$ cat src/ots_consts.svh
// Constants for the output terminal function selector: offsets, reset values, timing.
// Assumes a 50 MHz mclk and a register port with one-cycle read latency.
// Function
// RULE1 - Code 13 follows motor pre-excitation.
// RULE2 - Codes 14/15 after load condition held pre-alarm time.
// RULE3 - Code 16 follows sequencer stage finished.
// RULE4 - Code 17 follows sequencer cycle finished.
// RULE5 - Codes 23/24/25 mirror fieldbus virtual bits.
// RULE6 - Code 34 mirrors industrial Ethernet virtual bit.
// RULE7 - Code 26 while DC bus above undervoltage.
// RULE8 - Code 27 is 10 ms index one-shot.
// RULE9 - Code 28 while pulse superposition active.
// RULE10 - Code 29 on safe torque off fault.
// RULE11 - Code 30 when positioning move completed.
// RULE12 - Codes 31/32 spindle homing and indexing done.
// RULE13 - Code 33 while frequency clamped by limit.
// RULE14 - Code 36 after speed/position switchover completes.
// RULE15 - Code 37 when ramp reference exceeds detect value.
// RULE16 - Codes 41..47 pass plug-in card outputs.
// RULE17 - Codes 48/49/50 follow overheat pre-alarms.
// RULE18 - Code 51 when stopped or zero speed.
// RULE19 - Code 52 when enabled web break detected.
// RULE20 - Codes 53/54/55 roll diameter reached while tensioning.
// RULE21 - Code 56 while fire mode on.
// RULE22 - Terminals may share a code independently.
// RULE23 - Four-bit polarity inverts terminals, default none.
// RULE24 - Reserved codes keep terminal OFF; the code turns the terminal ON when its polarity bit is set.
`ifndef OTS_CONSTS_SVH
`define OTS_CONSTS_SVH

`define OTS_ADDR_SEL0 8'h00
`define OTS_ADDR_SEL1 8'h04
`define OTS_ADDR_SEL2 8'h08
`define OTS_ADDR_SEL3 8'h0c
`define OTS_ADDR_POLARITY 8'h10
`define OTS_ADDR_PREALARM 8'h14
`define OTS_ADDR_FREQ_DETECT 8'h18
`define OTS_ADDR_VIRTUAL 8'h1c
`define OTS_ADDR_STATUS 8'h20

`define OTS_RST_SEL0 6'h00
`define OTS_RST_SEL1 6'h00
`define OTS_RST_SEL2 6'h01
`define OTS_RST_SEL3 6'h05
`define OTS_RST_POLARITY 4'h0
`define OTS_RST_PREALARM 32'h0000_0000
`define OTS_RST_FREQ_DETECT 16'h0000
`define OTS_RST_VIRTUAL 16'h0000

`define OTS_CODE_PRE_EXCITE 6'h0d
`define OTS_CODE_OVERLOAD 6'h0e
`define OTS_CODE_UNDERLOAD 6'h0f
`define OTS_CODE_STAGE_DONE 6'h10
`define OTS_CODE_CYCLE_DONE 6'h11
`define OTS_CODE_VIRT_A 6'h17
`define OTS_CODE_VIRT_B 6'h18
`define OTS_CODE_VIRT_C 6'h19
`define OTS_CODE_DC_BUS 6'h1a
`define OTS_CODE_INDEX 6'h1b
`define OTS_CODE_SUPERPOSE 6'h1c
`define OTS_CODE_STO 6'h1d
`define OTS_CODE_POSITIONED 6'h1e
`define OTS_CODE_SPINDLE_HOME 6'h1f
`define OTS_CODE_SPINDLE_INDEX 6'h20
`define OTS_CODE_FREQ_LIMIT 6'h21
`define OTS_CODE_VIRT_D 6'h22
`define OTS_CODE_MODE_SWITCH 6'h24
`define OTS_CODE_FREQ_ABOVE 6'h25
`define OTS_CODE_CARD_FIRST 6'h29
`define OTS_CODE_OH_PROBE_A 6'h30
`define OTS_CODE_OH_PROBE_B 6'h31
`define OTS_CODE_OH_ANALOG 6'h32
`define OTS_CODE_STOPPED 6'h33
`define OTS_CODE_WEB_BREAK 6'h34
`define OTS_CODE_ROLL_SET 6'h35
`define OTS_CODE_ROLL_MAX 6'h36
`define OTS_CODE_ROLL_MIN 6'h37
`define OTS_CODE_FIRE 6'h38

`define OTS_CLK_HZ 50000000
`define OTS_TICK_MS 1
`define OTS_INDEX_PULSE_MS 10

`endif

$ cat src/ots_pkg.sv
// Types shared by the output terminal function selector.
// Assumes the status producers run on mclk.
package ots_pkg;

    // Status levels from the drive's internal logic, all on mclk.
    typedef struct packed {
        logic pre_excite;
        logic overload;
        logic underload;
        logic stage_done;
        logic cycle_done;
        logic dc_bus_ok;
        logic superpose;
        logic sto_fault;
        logic positioned;
        logic spindle_home;
        logic spindle_index;
        logic freq_limited;
        logic mode_switched;
        logic oh_probe_a;
        logic oh_probe_b;
        logic oh_analog;
        logic stopped_or_zero;
        logic web_break_en;
        logic web_break;
        logic tension_run;
        logic roll_set;
        logic roll_max;
        logic roll_min;
        logic fire_mode;
    } ots_status_t;

    typedef logic [5:0] ots_code_t;

endpackage

$ cat src/ots_selector.sv
// Output terminal function selector: four terminals, each picking a source by code.
// Assumes status and frequency inputs are on mclk; index pulse and card bits are pins.
`timescale 1ns/1ps
`include "ots_consts.svh"

module ots_selector import ots_pkg::*; #(
    parameter int TICK_CYCLES = `OTS_CLK_HZ / 1000 * `OTS_TICK_MS,
    parameter int INDEX_CYCLES = `OTS_CLK_HZ / 1000 * `OTS_INDEX_PULSE_MS
) (
    input wire logic mclk, // System clock, 50 MHz.
    input wire logic reset_n, // Synchronous reset, active low.
    input wire logic [7:0] addr, // Register byte address.
    input wire logic [31:0] wdata, // Register write data.
    input wire logic wr, // Write strobe.
    input wire logic rd, // Read strobe.
    output logic [31:0] rdata, // Read data, valid the cycle after rd.
    input wire ots_status_t status, // Internal drive status levels.
    input wire logic [15:0] ramp_freq, // Present ramped frequency reference.
    input wire logic index_pin, // Encoder index pulse pin.
    input wire logic [6:0] card_pins, // Plug-in card output bits.
    output logic fast_pulse_out, // Terminal 0.
    output logic collector_out_one, // Terminal 1.
    output logic relay_out_one, // Terminal 2.
    output logic relay_out_two // Terminal 3.
);

    ots_code_t sel [4];
    ots_code_t next_sel [4];
    logic [3:0] polarity, next_polarity;
    logic [31:0] prealarm, next_prealarm;
    logic [15:0] freq_detect, next_freq_detect;
    logic [15:0] virt, next_virt;
    logic [31:0] next_rdata;
    logic [3:0] term, next_term;
    logic [7:0] sync_a, sync_b;
    logic index_seen, next_index_seen;
    logic [31:0] tick_cnt, next_tick_cnt;
    logic [16:0] ovl_cnt, next_ovl_cnt;
    logic [16:0] unl_cnt, next_unl_cnt;
    logic [31:0] shot_cnt, next_shot_cnt;
    logic tick;
    logic ovl_alarm, unl_alarm, shot_on, index_rise;
    logic [63:0] src [4];

    // Two-flop synchronisers for the pin inputs; only sync_b is read by logic.
    always_ff @(posedge mclk) begin
        if (!reset_n) begin
            sync_a <= 8'h00;
            sync_b <= 8'h00;
        end else begin
            sync_a <= {card_pins, index_pin};
            sync_b <= sync_a;
        end
    end

    // Register port: writes steer selection, reads return one cycle later.
    always_comb begin
        next_sel = sel;
        next_polarity = polarity;
        next_prealarm = prealarm;
        next_freq_detect = freq_detect;
        next_virt = virt;
        next_rdata = 32'h0000_0000;
        if (wr) begin
            if (addr == `OTS_ADDR_SEL0) begin
                next_sel[0] = wdata[5:0];
            end else if (addr == `OTS_ADDR_SEL1) begin
                next_sel[1] = wdata[5:0];
            end else if (addr == `OTS_ADDR_SEL2) begin
                next_sel[2] = wdata[5:0];
            end else if (addr == `OTS_ADDR_SEL3) begin
                next_sel[3] = wdata[5:0];
            end else if (addr == `OTS_ADDR_POLARITY) begin
                next_polarity = wdata[3:0];
            end else if (addr == `OTS_ADDR_PREALARM) begin
                next_prealarm = wdata;
            end else if (addr == `OTS_ADDR_FREQ_DETECT) begin
                next_freq_detect = wdata[15:0];
            end else if (addr == `OTS_ADDR_VIRTUAL) begin
                next_virt = wdata[15:0];
            end
        end
        if (rd) begin
            if (addr == `OTS_ADDR_SEL0) begin
                next_rdata = {26'h0, sel[0]};
            end else if (addr == `OTS_ADDR_SEL1) begin
                next_rdata = {26'h0, sel[1]};
            end else if (addr == `OTS_ADDR_SEL2) begin
                next_rdata = {26'h0, sel[2]};
            end else if (addr == `OTS_ADDR_SEL3) begin
                next_rdata = {26'h0, sel[3]};
            end else if (addr == `OTS_ADDR_POLARITY) begin
                next_rdata = {28'h0, polarity};
            end else if (addr == `OTS_ADDR_PREALARM) begin
                next_rdata = prealarm;
            end else if (addr == `OTS_ADDR_FREQ_DETECT) begin
                next_rdata = {16'h0, freq_detect};
            end else if (addr == `OTS_ADDR_VIRTUAL) begin
                next_rdata = {16'h0, virt};
            end else if (addr == `OTS_ADDR_STATUS) begin
                next_rdata = {25'h0, shot_on, unl_alarm, ovl_alarm, term};
            end
        end
    end

    // Register file storage; unmapped reads answer zero.
    always_ff @(posedge mclk) begin
        if (!reset_n) begin
            sel[0] <= `OTS_RST_SEL0;
            sel[1] <= `OTS_RST_SEL1;
            sel[2] <= `OTS_RST_SEL2;
            sel[3] <= `OTS_RST_SEL3;
            polarity <= `OTS_RST_POLARITY;
            prealarm <= `OTS_RST_PREALARM;
            freq_detect <= `OTS_RST_FREQ_DETECT;
            virt <= `OTS_RST_VIRTUAL;
            rdata <= 32'h0000_0000;
        end else begin
            sel <= next_sel;
            polarity <= next_polarity;
            prealarm <= next_prealarm;
            freq_detect <= next_freq_detect;
            virt <= next_virt;
            rdata <= next_rdata;
        end
    end

    // Millisecond tick and pre-alarm timers; a dropout restarts the timing from zero.
    always_comb begin
        tick = (tick_cnt == 32'(TICK_CYCLES - 1));
        next_tick_cnt = tick ? 32'h0 : tick_cnt + 32'h1;
        next_ovl_cnt = ovl_cnt;
        next_unl_cnt = unl_cnt;
        if (!status.overload) begin
            next_ovl_cnt = 17'h0; // RULE2
        end else if (tick && !ovl_alarm) begin
            next_ovl_cnt = ovl_cnt + 17'h1; // RULE2
        end
        if (!status.underload) begin
            next_unl_cnt = 17'h0; // RULE2
        end else if (tick && !unl_alarm) begin
            next_unl_cnt = unl_cnt + 17'h1; // RULE2
        end
    end

    // The tick runs free, so one extra tick is counted: the alarm never comes early and
    // comes at most one tick late. Counters stop once the alarm stands, so they cannot wrap.
    // A zero time passes the condition straight through.
    assign ovl_alarm = status.overload &&
        ((prealarm[15:0] == 16'h0) || (ovl_cnt > {1'b0, prealarm[15:0]})); // RULE2
    assign unl_alarm = status.underload &&
        ((prealarm[31:16] == 16'h0) || (unl_cnt > {1'b0, prealarm[31:16]})); // RULE2

    // Index one-shot: each rising edge reloads the full width, so retriggers extend it.
    assign index_rise = sync_b[0] && !index_seen;
    assign shot_on = (shot_cnt != 32'h0);
    always_comb begin
        next_index_seen = sync_b[0];
        next_shot_cnt = shot_cnt;
        if (index_rise) begin
            next_shot_cnt = 32'(INDEX_CYCLES); // RULE8
        end else if (shot_on) begin
            next_shot_cnt = shot_cnt - 32'h1; // RULE8
        end
    end

    // Timer state registers.
    always_ff @(posedge mclk) begin
        if (!reset_n) begin
            tick_cnt <= 32'h0;
            ovl_cnt <= 17'h0;
            unl_cnt <= 17'h0;
            index_seen <= 1'b0;
            shot_cnt <= 32'h0;
        end else begin
            tick_cnt <= next_tick_cnt;
            ovl_cnt <= next_ovl_cnt;
            unl_cnt <= next_unl_cnt;
            index_seen <= next_index_seen;
            shot_cnt <= next_shot_cnt;
        end
    end

    // Per-terminal source vectors; unlisted codes stay zero, so they drive OFF unless that terminal's polarity bit is set.
    always_comb begin
        for (int t = 0; t < 4; t++) begin
            src[t] = 64'h0; // RULE24
            src[t][`OTS_CODE_PRE_EXCITE] = status.pre_excite; // RULE1
            src[t][`OTS_CODE_OVERLOAD] = ovl_alarm; // RULE2
            src[t][`OTS_CODE_UNDERLOAD] = unl_alarm; // RULE2
            src[t][`OTS_CODE_STAGE_DONE] = status.stage_done; // RULE3
            src[t][`OTS_CODE_CYCLE_DONE] = status.cycle_done; // RULE4
            src[t][`OTS_CODE_VIRT_A] = virt[t]; // RULE5
            src[t][`OTS_CODE_VIRT_B] = virt[4 + t]; // RULE5
            src[t][`OTS_CODE_VIRT_C] = virt[8 + t]; // RULE5
            src[t][`OTS_CODE_VIRT_D] = virt[12 + t]; // RULE6
            src[t][`OTS_CODE_DC_BUS] = status.dc_bus_ok; // RULE7
            src[t][`OTS_CODE_INDEX] = shot_on; // RULE8
            src[t][`OTS_CODE_SUPERPOSE] = status.superpose; // RULE9
            src[t][`OTS_CODE_STO] = status.sto_fault; // RULE10
            src[t][`OTS_CODE_POSITIONED] = status.positioned; // RULE11
            src[t][`OTS_CODE_SPINDLE_HOME] = status.spindle_home; // RULE12
            src[t][`OTS_CODE_SPINDLE_INDEX] = status.spindle_index; // RULE12
            src[t][`OTS_CODE_FREQ_LIMIT] = status.freq_limited; // RULE13
            src[t][`OTS_CODE_MODE_SWITCH] = status.mode_switched; // RULE14
            src[t][`OTS_CODE_FREQ_ABOVE] = (ramp_freq > freq_detect); // RULE15
            for (int c = 0; c < 7; c++) begin
                src[t][6'(`OTS_CODE_CARD_FIRST + c)] = sync_b[1 + c]; // RULE16
            end
            src[t][`OTS_CODE_OH_PROBE_A] = status.oh_probe_a; // RULE17
            src[t][`OTS_CODE_OH_PROBE_B] = status.oh_probe_b; // RULE17
            src[t][`OTS_CODE_OH_ANALOG] = status.oh_analog; // RULE17
            src[t][`OTS_CODE_STOPPED] = status.stopped_or_zero; // RULE18
            src[t][`OTS_CODE_WEB_BREAK] = status.web_break_en && status.web_break; // RULE19
            src[t][`OTS_CODE_ROLL_SET] = status.tension_run && status.roll_set; // RULE20
            src[t][`OTS_CODE_ROLL_MAX] = status.tension_run && status.roll_max; // RULE20
            src[t][`OTS_CODE_ROLL_MIN] = status.tension_run && status.roll_min; // RULE20
            src[t][`OTS_CODE_FIRE] = status.fire_mode; // RULE21
        end
    end

    // Each terminal indexes its own copy, so shared codes act independently.
    always_comb begin
        for (int t = 0; t < 4; t++) begin
            next_term[t] = src[t][sel[t]] ^ polarity[t]; // RULE22 RULE23
        end
    end

    // Terminal outputs come straight from this register.
    always_ff @(posedge mclk) begin
        if (!reset_n) begin
            term <= 4'h0;
        end else begin
            term <= next_term;
        end
    end

    assign fast_pulse_out = term[0];
    assign collector_out_one = term[1];
    assign relay_out_one = term[2];
    assign relay_out_two = term[3];
endmodule

$ cat config.mk
export PLATFORM = sky130hd
export DESIGN_NAME = ots_selector
export DESIGN_NICKNAME = d
export VERILOG_FILES = /design/src/ots_pkg.sv /design/src/ots_selector.sv
export VERILOG_INCLUDE_DIRS = /design/src /design/src/src
export SDC_FILE = /design/constraint.sdc
export NUM_CORES = 1
export LEC_CHECK = 0
export BUFFER_PORTS_ARGS = -buffer_cell sky130_fd_sc_hd__buf_2
export CAP_MARGIN = 20
export CORE_ASPECT_RATIO = 1.1
export CORE_MARGIN = 1.5
export CORE_UTILIZATION = 35
export DETAILED_ROUTE_END_ITERATION = 8
export SLEW_MARGIN = 20
export SYNTH_ARGS = -nofsm -noshare
export SYNTH_HDL_FRONTEND = slang
export SYNTH_SLANG_ARGS = --single-unit
$ cat constraint.sdc
create_clock -name mclk -period 3.25 [get_ports mclk]
set_input_delay 0.1625 -clock mclk [delete_from_list [all_inputs] [get_ports mclk]]
set_output_delay 0.1625 -clock mclk [all_outputs]
set_load 0.02 [all_outputs]
[Yosys cells after proc, flatten, opt, wreduce, memory -nomap -nowiden]
Cells that the tools add are included.
Word-level totals
  input bits: 92
  bits in registers: 243
  logic and storage cells: 104
  output and inout port bits: 36
Operators by class
  multiplexer cells: 19
  $add $sub $neg: 4
  reduce and logical (&&, ||, !) cells: 33
  equal/unequal tests: 9
  $lt $le $gt $ge: 7
  bitwise operators: 13
Operator list (count)
  2-to-1 mux 19 bit: 2
  adder 17 x 1 -> 17 bit (second input constant): 2
  greater-than comparator 17 x 16 -> 1 bit: 2
  adder 32 x 1 -> 32 bit (second input constant): 1
  == test 32 x 16 -> 1 bit (second input constant): 1
  == test 8 x 5 -> 1 bit (second input constant): 4
  logical NOT 16 bit: 2
  2-to-1 mux 16 bit: 2
  2-to-1 mux 32 bit: 1
  nonzero test 32 bit: 1
  subtractor 32 x 1 -> 32 bit (second input constant): 1
  2-to-1 mux 6 bit: 5
  less-than comparator 6 x 7 -> 1 bit (second input constant): 4
  binary-select mux 1 bit (select 6 bit): 4
  == test 8 x 4 -> 1 bit (second input constant): 2
  greater-than comparator 16 bit: 1
  logical AND 1 bit: 9
  NOT 1 bit: 9
  AND reduction 9 bit: 1
  == test 8 x 3 -> 1 bit (second input constant): 1
  == test 8 x 6 -> 1 bit (second input constant): 1
  logical NOT 8 bit: 1
  AND reduction 2 bit: 4
  AND reduction 8 bit: 1
  other kinds (13): 23

[Depth between registers and ports, before layout]
  word-level depth: 12
  mapped depth: 13
  mapped depth without buffers: 10

[Worst setup path before layout]
OpenSTA, ideal clock, no wires.
  path kind: register to register
  from: register shot_cnt[0]
  to: register term[2]
  required time: 3.178 ns
  arrival: 3.045 ns
  buffers on the path: 2
  setup slack: 0.133 ns
  library setup time: 0.072 ns
  stages on the path, launching flop included: 13
  clock period less this slack: 3.117 ns
  cell sequence: dfxtp_1 inv_1 ha_1 or4b_2 or3_1 clkbuf_4 or3_4 buf_6 mux4_2 nand4_1 nand4_1 a31oi_1 mux2i_1
On the way
  longest elaborated chain between the ends: 4
Ends and longest elaborated chain
  start: declaration: line ots_selector.sv:40  | logic [31:0] shot_cnt, next_shot_cnt;
  start signal: assignment: line ots_selector.sv:180  | shot_cnt <= next_shot_cnt;
  nonzero test 32 bit: line ots_selector.sv:156  | assign shot_on = (shot_cnt != 32'h0);
  binary-select mux 1 bit (select 6 bit): line ots_selector.sv:225  | next_term[t] = src[t][sel[t]] ^ polarity[t];
  2-to-1 mux 1 bit (not written as such): line ots_selector.sv:225
  XOR 1 bit: line ots_selector.sv:225
  end signal: assignment: line ots_selector.sv:234  | term <= next_term;
  end: declaration: line ots_selector.sv:34  | logic [3:0] term, next_term;
No other way between the ends. The select of a mux whose other input is x is not followed.
A chain may end at the register's enable or synchronous reset.

[Final worst setup path]
Same ends and word-level chain as after synthesis.

==> summary.txt <==
Worst Setup SP - shot_cnt[0]
post-cts resize count - 0
TNS Setup - 0 ns
number of global-route vias before repair - 11100
met3 WL - 2.26 mm
Hold Vio Cnt, Final - 0
synthesized area per cell - 8.48 um^2
Worst path most repeated cell - nand4_1
mux contribution to synthesized area - 6.65%
# placed instances - 2041
total power - 8.02 mW
R2R cell count - 10
outcome - finished, final reports clean
Synth Area in Adders - 5.12%
worst-path fanout max - 9
Req. time, crit path - 3.74 ns
gr usage total - 20.6%
FF-to-FF setup slack - 0.11 ns
maximum number of pins on one net before global-route repair - 56
clock skew - 0.0152 ns
Root Buffer - clkbuf_16
Pwr Density - 530 mW/mm^2
worst min path class - in2reg
ys flop type - dfxtp_1
Buffers on Ports - 127
Core Rows - 72
Post-synth EDFFs - 0
ANT nets after route - 0
Synth Area in XOR/XNOR - 4.83%
Synth Area in Compound Gates - 15.6%
Synth Register Bits - 243
met1 WL - 16.5 mm
FFs w/ async S/R, synth - 0%
CTS clk-pin slew, worst paths - 0.06 ns
postcts setup bufs - 0
Ys Warns - 0
hold depth - 2
CP startpoint kind - register
worst-case clock buffer depth - 3
post-route cell area - 0.0151 mm^2
period utilization - 96.5%
Die ar. - 0.0374 mm^2
Post-DP Area - 0.0138 mm^2
final non-filler cell total - 2131
total vias in the final route - 11500
First-pass DRT Iterations - 7
Simple-Gate Fraction of Synth Area - 24.1%
cts bufs inserted - 27
mapped cell area - 0.0127 mm^2
Syn Nets - 1641
worst hold slack - 0.0432 ns
Util after Layout - 42.7%
Final Critical Period - 3.14 ns
first-pass GRT wire length - 60.8 mm
Setup crit end kind - register
Worst-Margin Slew - 0.878 ns
CTS tree - yes
crit path DAT - 3.62 ns
metal2 WL - 17.9 mm
maximum clock frequency - 319 MHz
Max-cap violations - 0
DRT iter0 DRCs - 1014
CP max stage delay - 0.64 ns
Detailed Route WL - 38.5 mm
Final Max Tran Viols - 0
Slowest-stage cell, CP - or4b_2
top sig layer - met5
RSZ-0062 raised after global routing - false
top post-synthesis cells by area - dfxtp_1, nand2_1, ha_1, a21boi_0, nor2_1
most frequent cells in the layout - dfxtp_1, nand2_1, buf_2, nor2_1, a21boi_0
Unique masters post-synth - 81
largest family of logic cells by synthesized area - simple AND/OR/NAND/NOR gates
maximum VDD drop - 0.359 mV
H-tree depth - 1
clock latency on the worst-skew pair - 0.56 ns
worst reg2reg endpoint - term[2]
critical path cell sequence - inv_1 > ha_1 > or4b_2 > or3_1 > or3_4 > mux4_2 > nand4_1 > nand4_1 > a31oi_1 > mux2i_1
wire per inst - 18.0 um
CP Class - reg2reg
Gate Count Post-Synth - 1497
area leader, netlist - dfxtp_1
GP Congestion - 0.924
Starting Density - 35.8%
# setup viols final - 0
final routed DRC violation total - 0
DR vias/cell - 5.38
Yosys top cell area share - 38.3%
dpl ws - 0.150 ns
Slew headroom - 41.3%
layout overhead on the synthesized area - 19.3%
fin worst setup slack - 0.112 ns
fill cell count - 3595
core box area - 0.0355 mm^2
Leakage - 5.71 nW
RR Startpoint - shot_cnt[0]
Overflow after GRT - 0
worst setup path endpoint - term[2]
initial antenna violation count - 6
io pins - 128
Post-DP HPWL - 28.2 mm
die width - 185 um
Nets - 1774
CTS Sinks - 243
Seq/Total Area, Yosys - 38.3%
most common cell after layout, fill and taps aside - dfxtp_1
fraction of layout cells with a size suffix above 1 - 14.6%
Die H - 203 um
-- layer usage --
layer  vias up  GRT usage, %
li1       5570             -
met1      5424          25.9
met2       351          34.1
met3       100          3.66
met4        10          9.70
met5         -             0
-- cell families after synthesis --
family | after synthesis
compound gates | 281
xor+xnor | 70
fa+ha+maj | 52
buf+inv | 169
flops | 243
mux | 64
simple gates | 618
-- worst max-delay path: cells and delay by family (launching register included) --
family / cells / cell delay, ns
and+or+nand+nor: 5 / 1.60
buffers and inverters: 1 / 0.07
adders and majority gates: 1 / 0.20
AOI/OAI and AO/OA: 1 / 0.20
DFF: 1 / 0.32
muxes: 2 / 0.68
-- synth_stat cells, types with 5 or more instances --
cell and number:
xnor2_1 30, a21o_1 8, and4_1 8, nand2_1 193, nor4_1 28, and3_1 30, a21boi_0 82, or4_1 5
nand3_1 52, nand4_1 33, nor3_1 39, o31ai_1 8, a22oi_1 7, o22ai_1 5, a222oi_1 14, xor2_1 40
mux2_2 8, mux4_2 13, ha_1 52, and2_1 27, mux2i_1 41, nand2b_1 11, dfxtp_1 243, o211ai_1 6
a221oi_1 5, clkbuf_1 81, nor2_1 115, a211oi_1 6, a31oi_1 13, inv_1 73, a21oi_1 46, or3_1 23
o21ai_0 39, nor2b_1 28
-- timing repair --
item | 4_1_cts | 5_1_grt
hold endpoints to repair | 81 | 0
endpoints found under the setup margin | 0 | 1
hold buffers | 41 | 0
-- sequential cells by signal, summed over array words and instances, names as in the netlist --
signal       count
prealarm        32
rdata           32
shot_cnt        32
tick_cnt        32
sel             24
ovl_cnt         17
unl_cnt         17
freq_detect     16
virt            16
sync_a           8
sync_b           8
polarity         4
term             4
index_seen       1
-- layout make-up --
cell class	instances	area [um^2]	area share, %
diodes	1	2.50	0.0165
clock buffers	36	779	5.15
clock inverters	12	194	1.28
inverters	73	274	1.81
multi-input cells	1085	7140	47.2
flip-flops and latches	243	4860	32.1
well taps	481	602	3.97
repair buffers	200	1290	8.51
-- how the worst min path moves through the flow --
stage / startpoint / to / slack (ns)
after floorplan: index_pin / sync_a[0] / 0.29
after global placement: card_pins[3] / sync_a[4] / 0.37
after detailed placement: card_pins[0] / sync_a[1] / 0.38
after CTS: reset_n / prealarm[20] / 0.03
after global routing: reset_n / prealarm[23] / 0.04
final: reset_n / prealarm[20] / 0.04
-- power by group --
group	total [mW]	leakage (nW)	switching [mW]	internal, mW
sequential	3.30	1.96	0.150	3.15
combinational	1.37	3.27	0.724	0.649
clock	3.35	0.477	1.28	2.07
No activity file was read; power rests on OpenSTA's default activity.
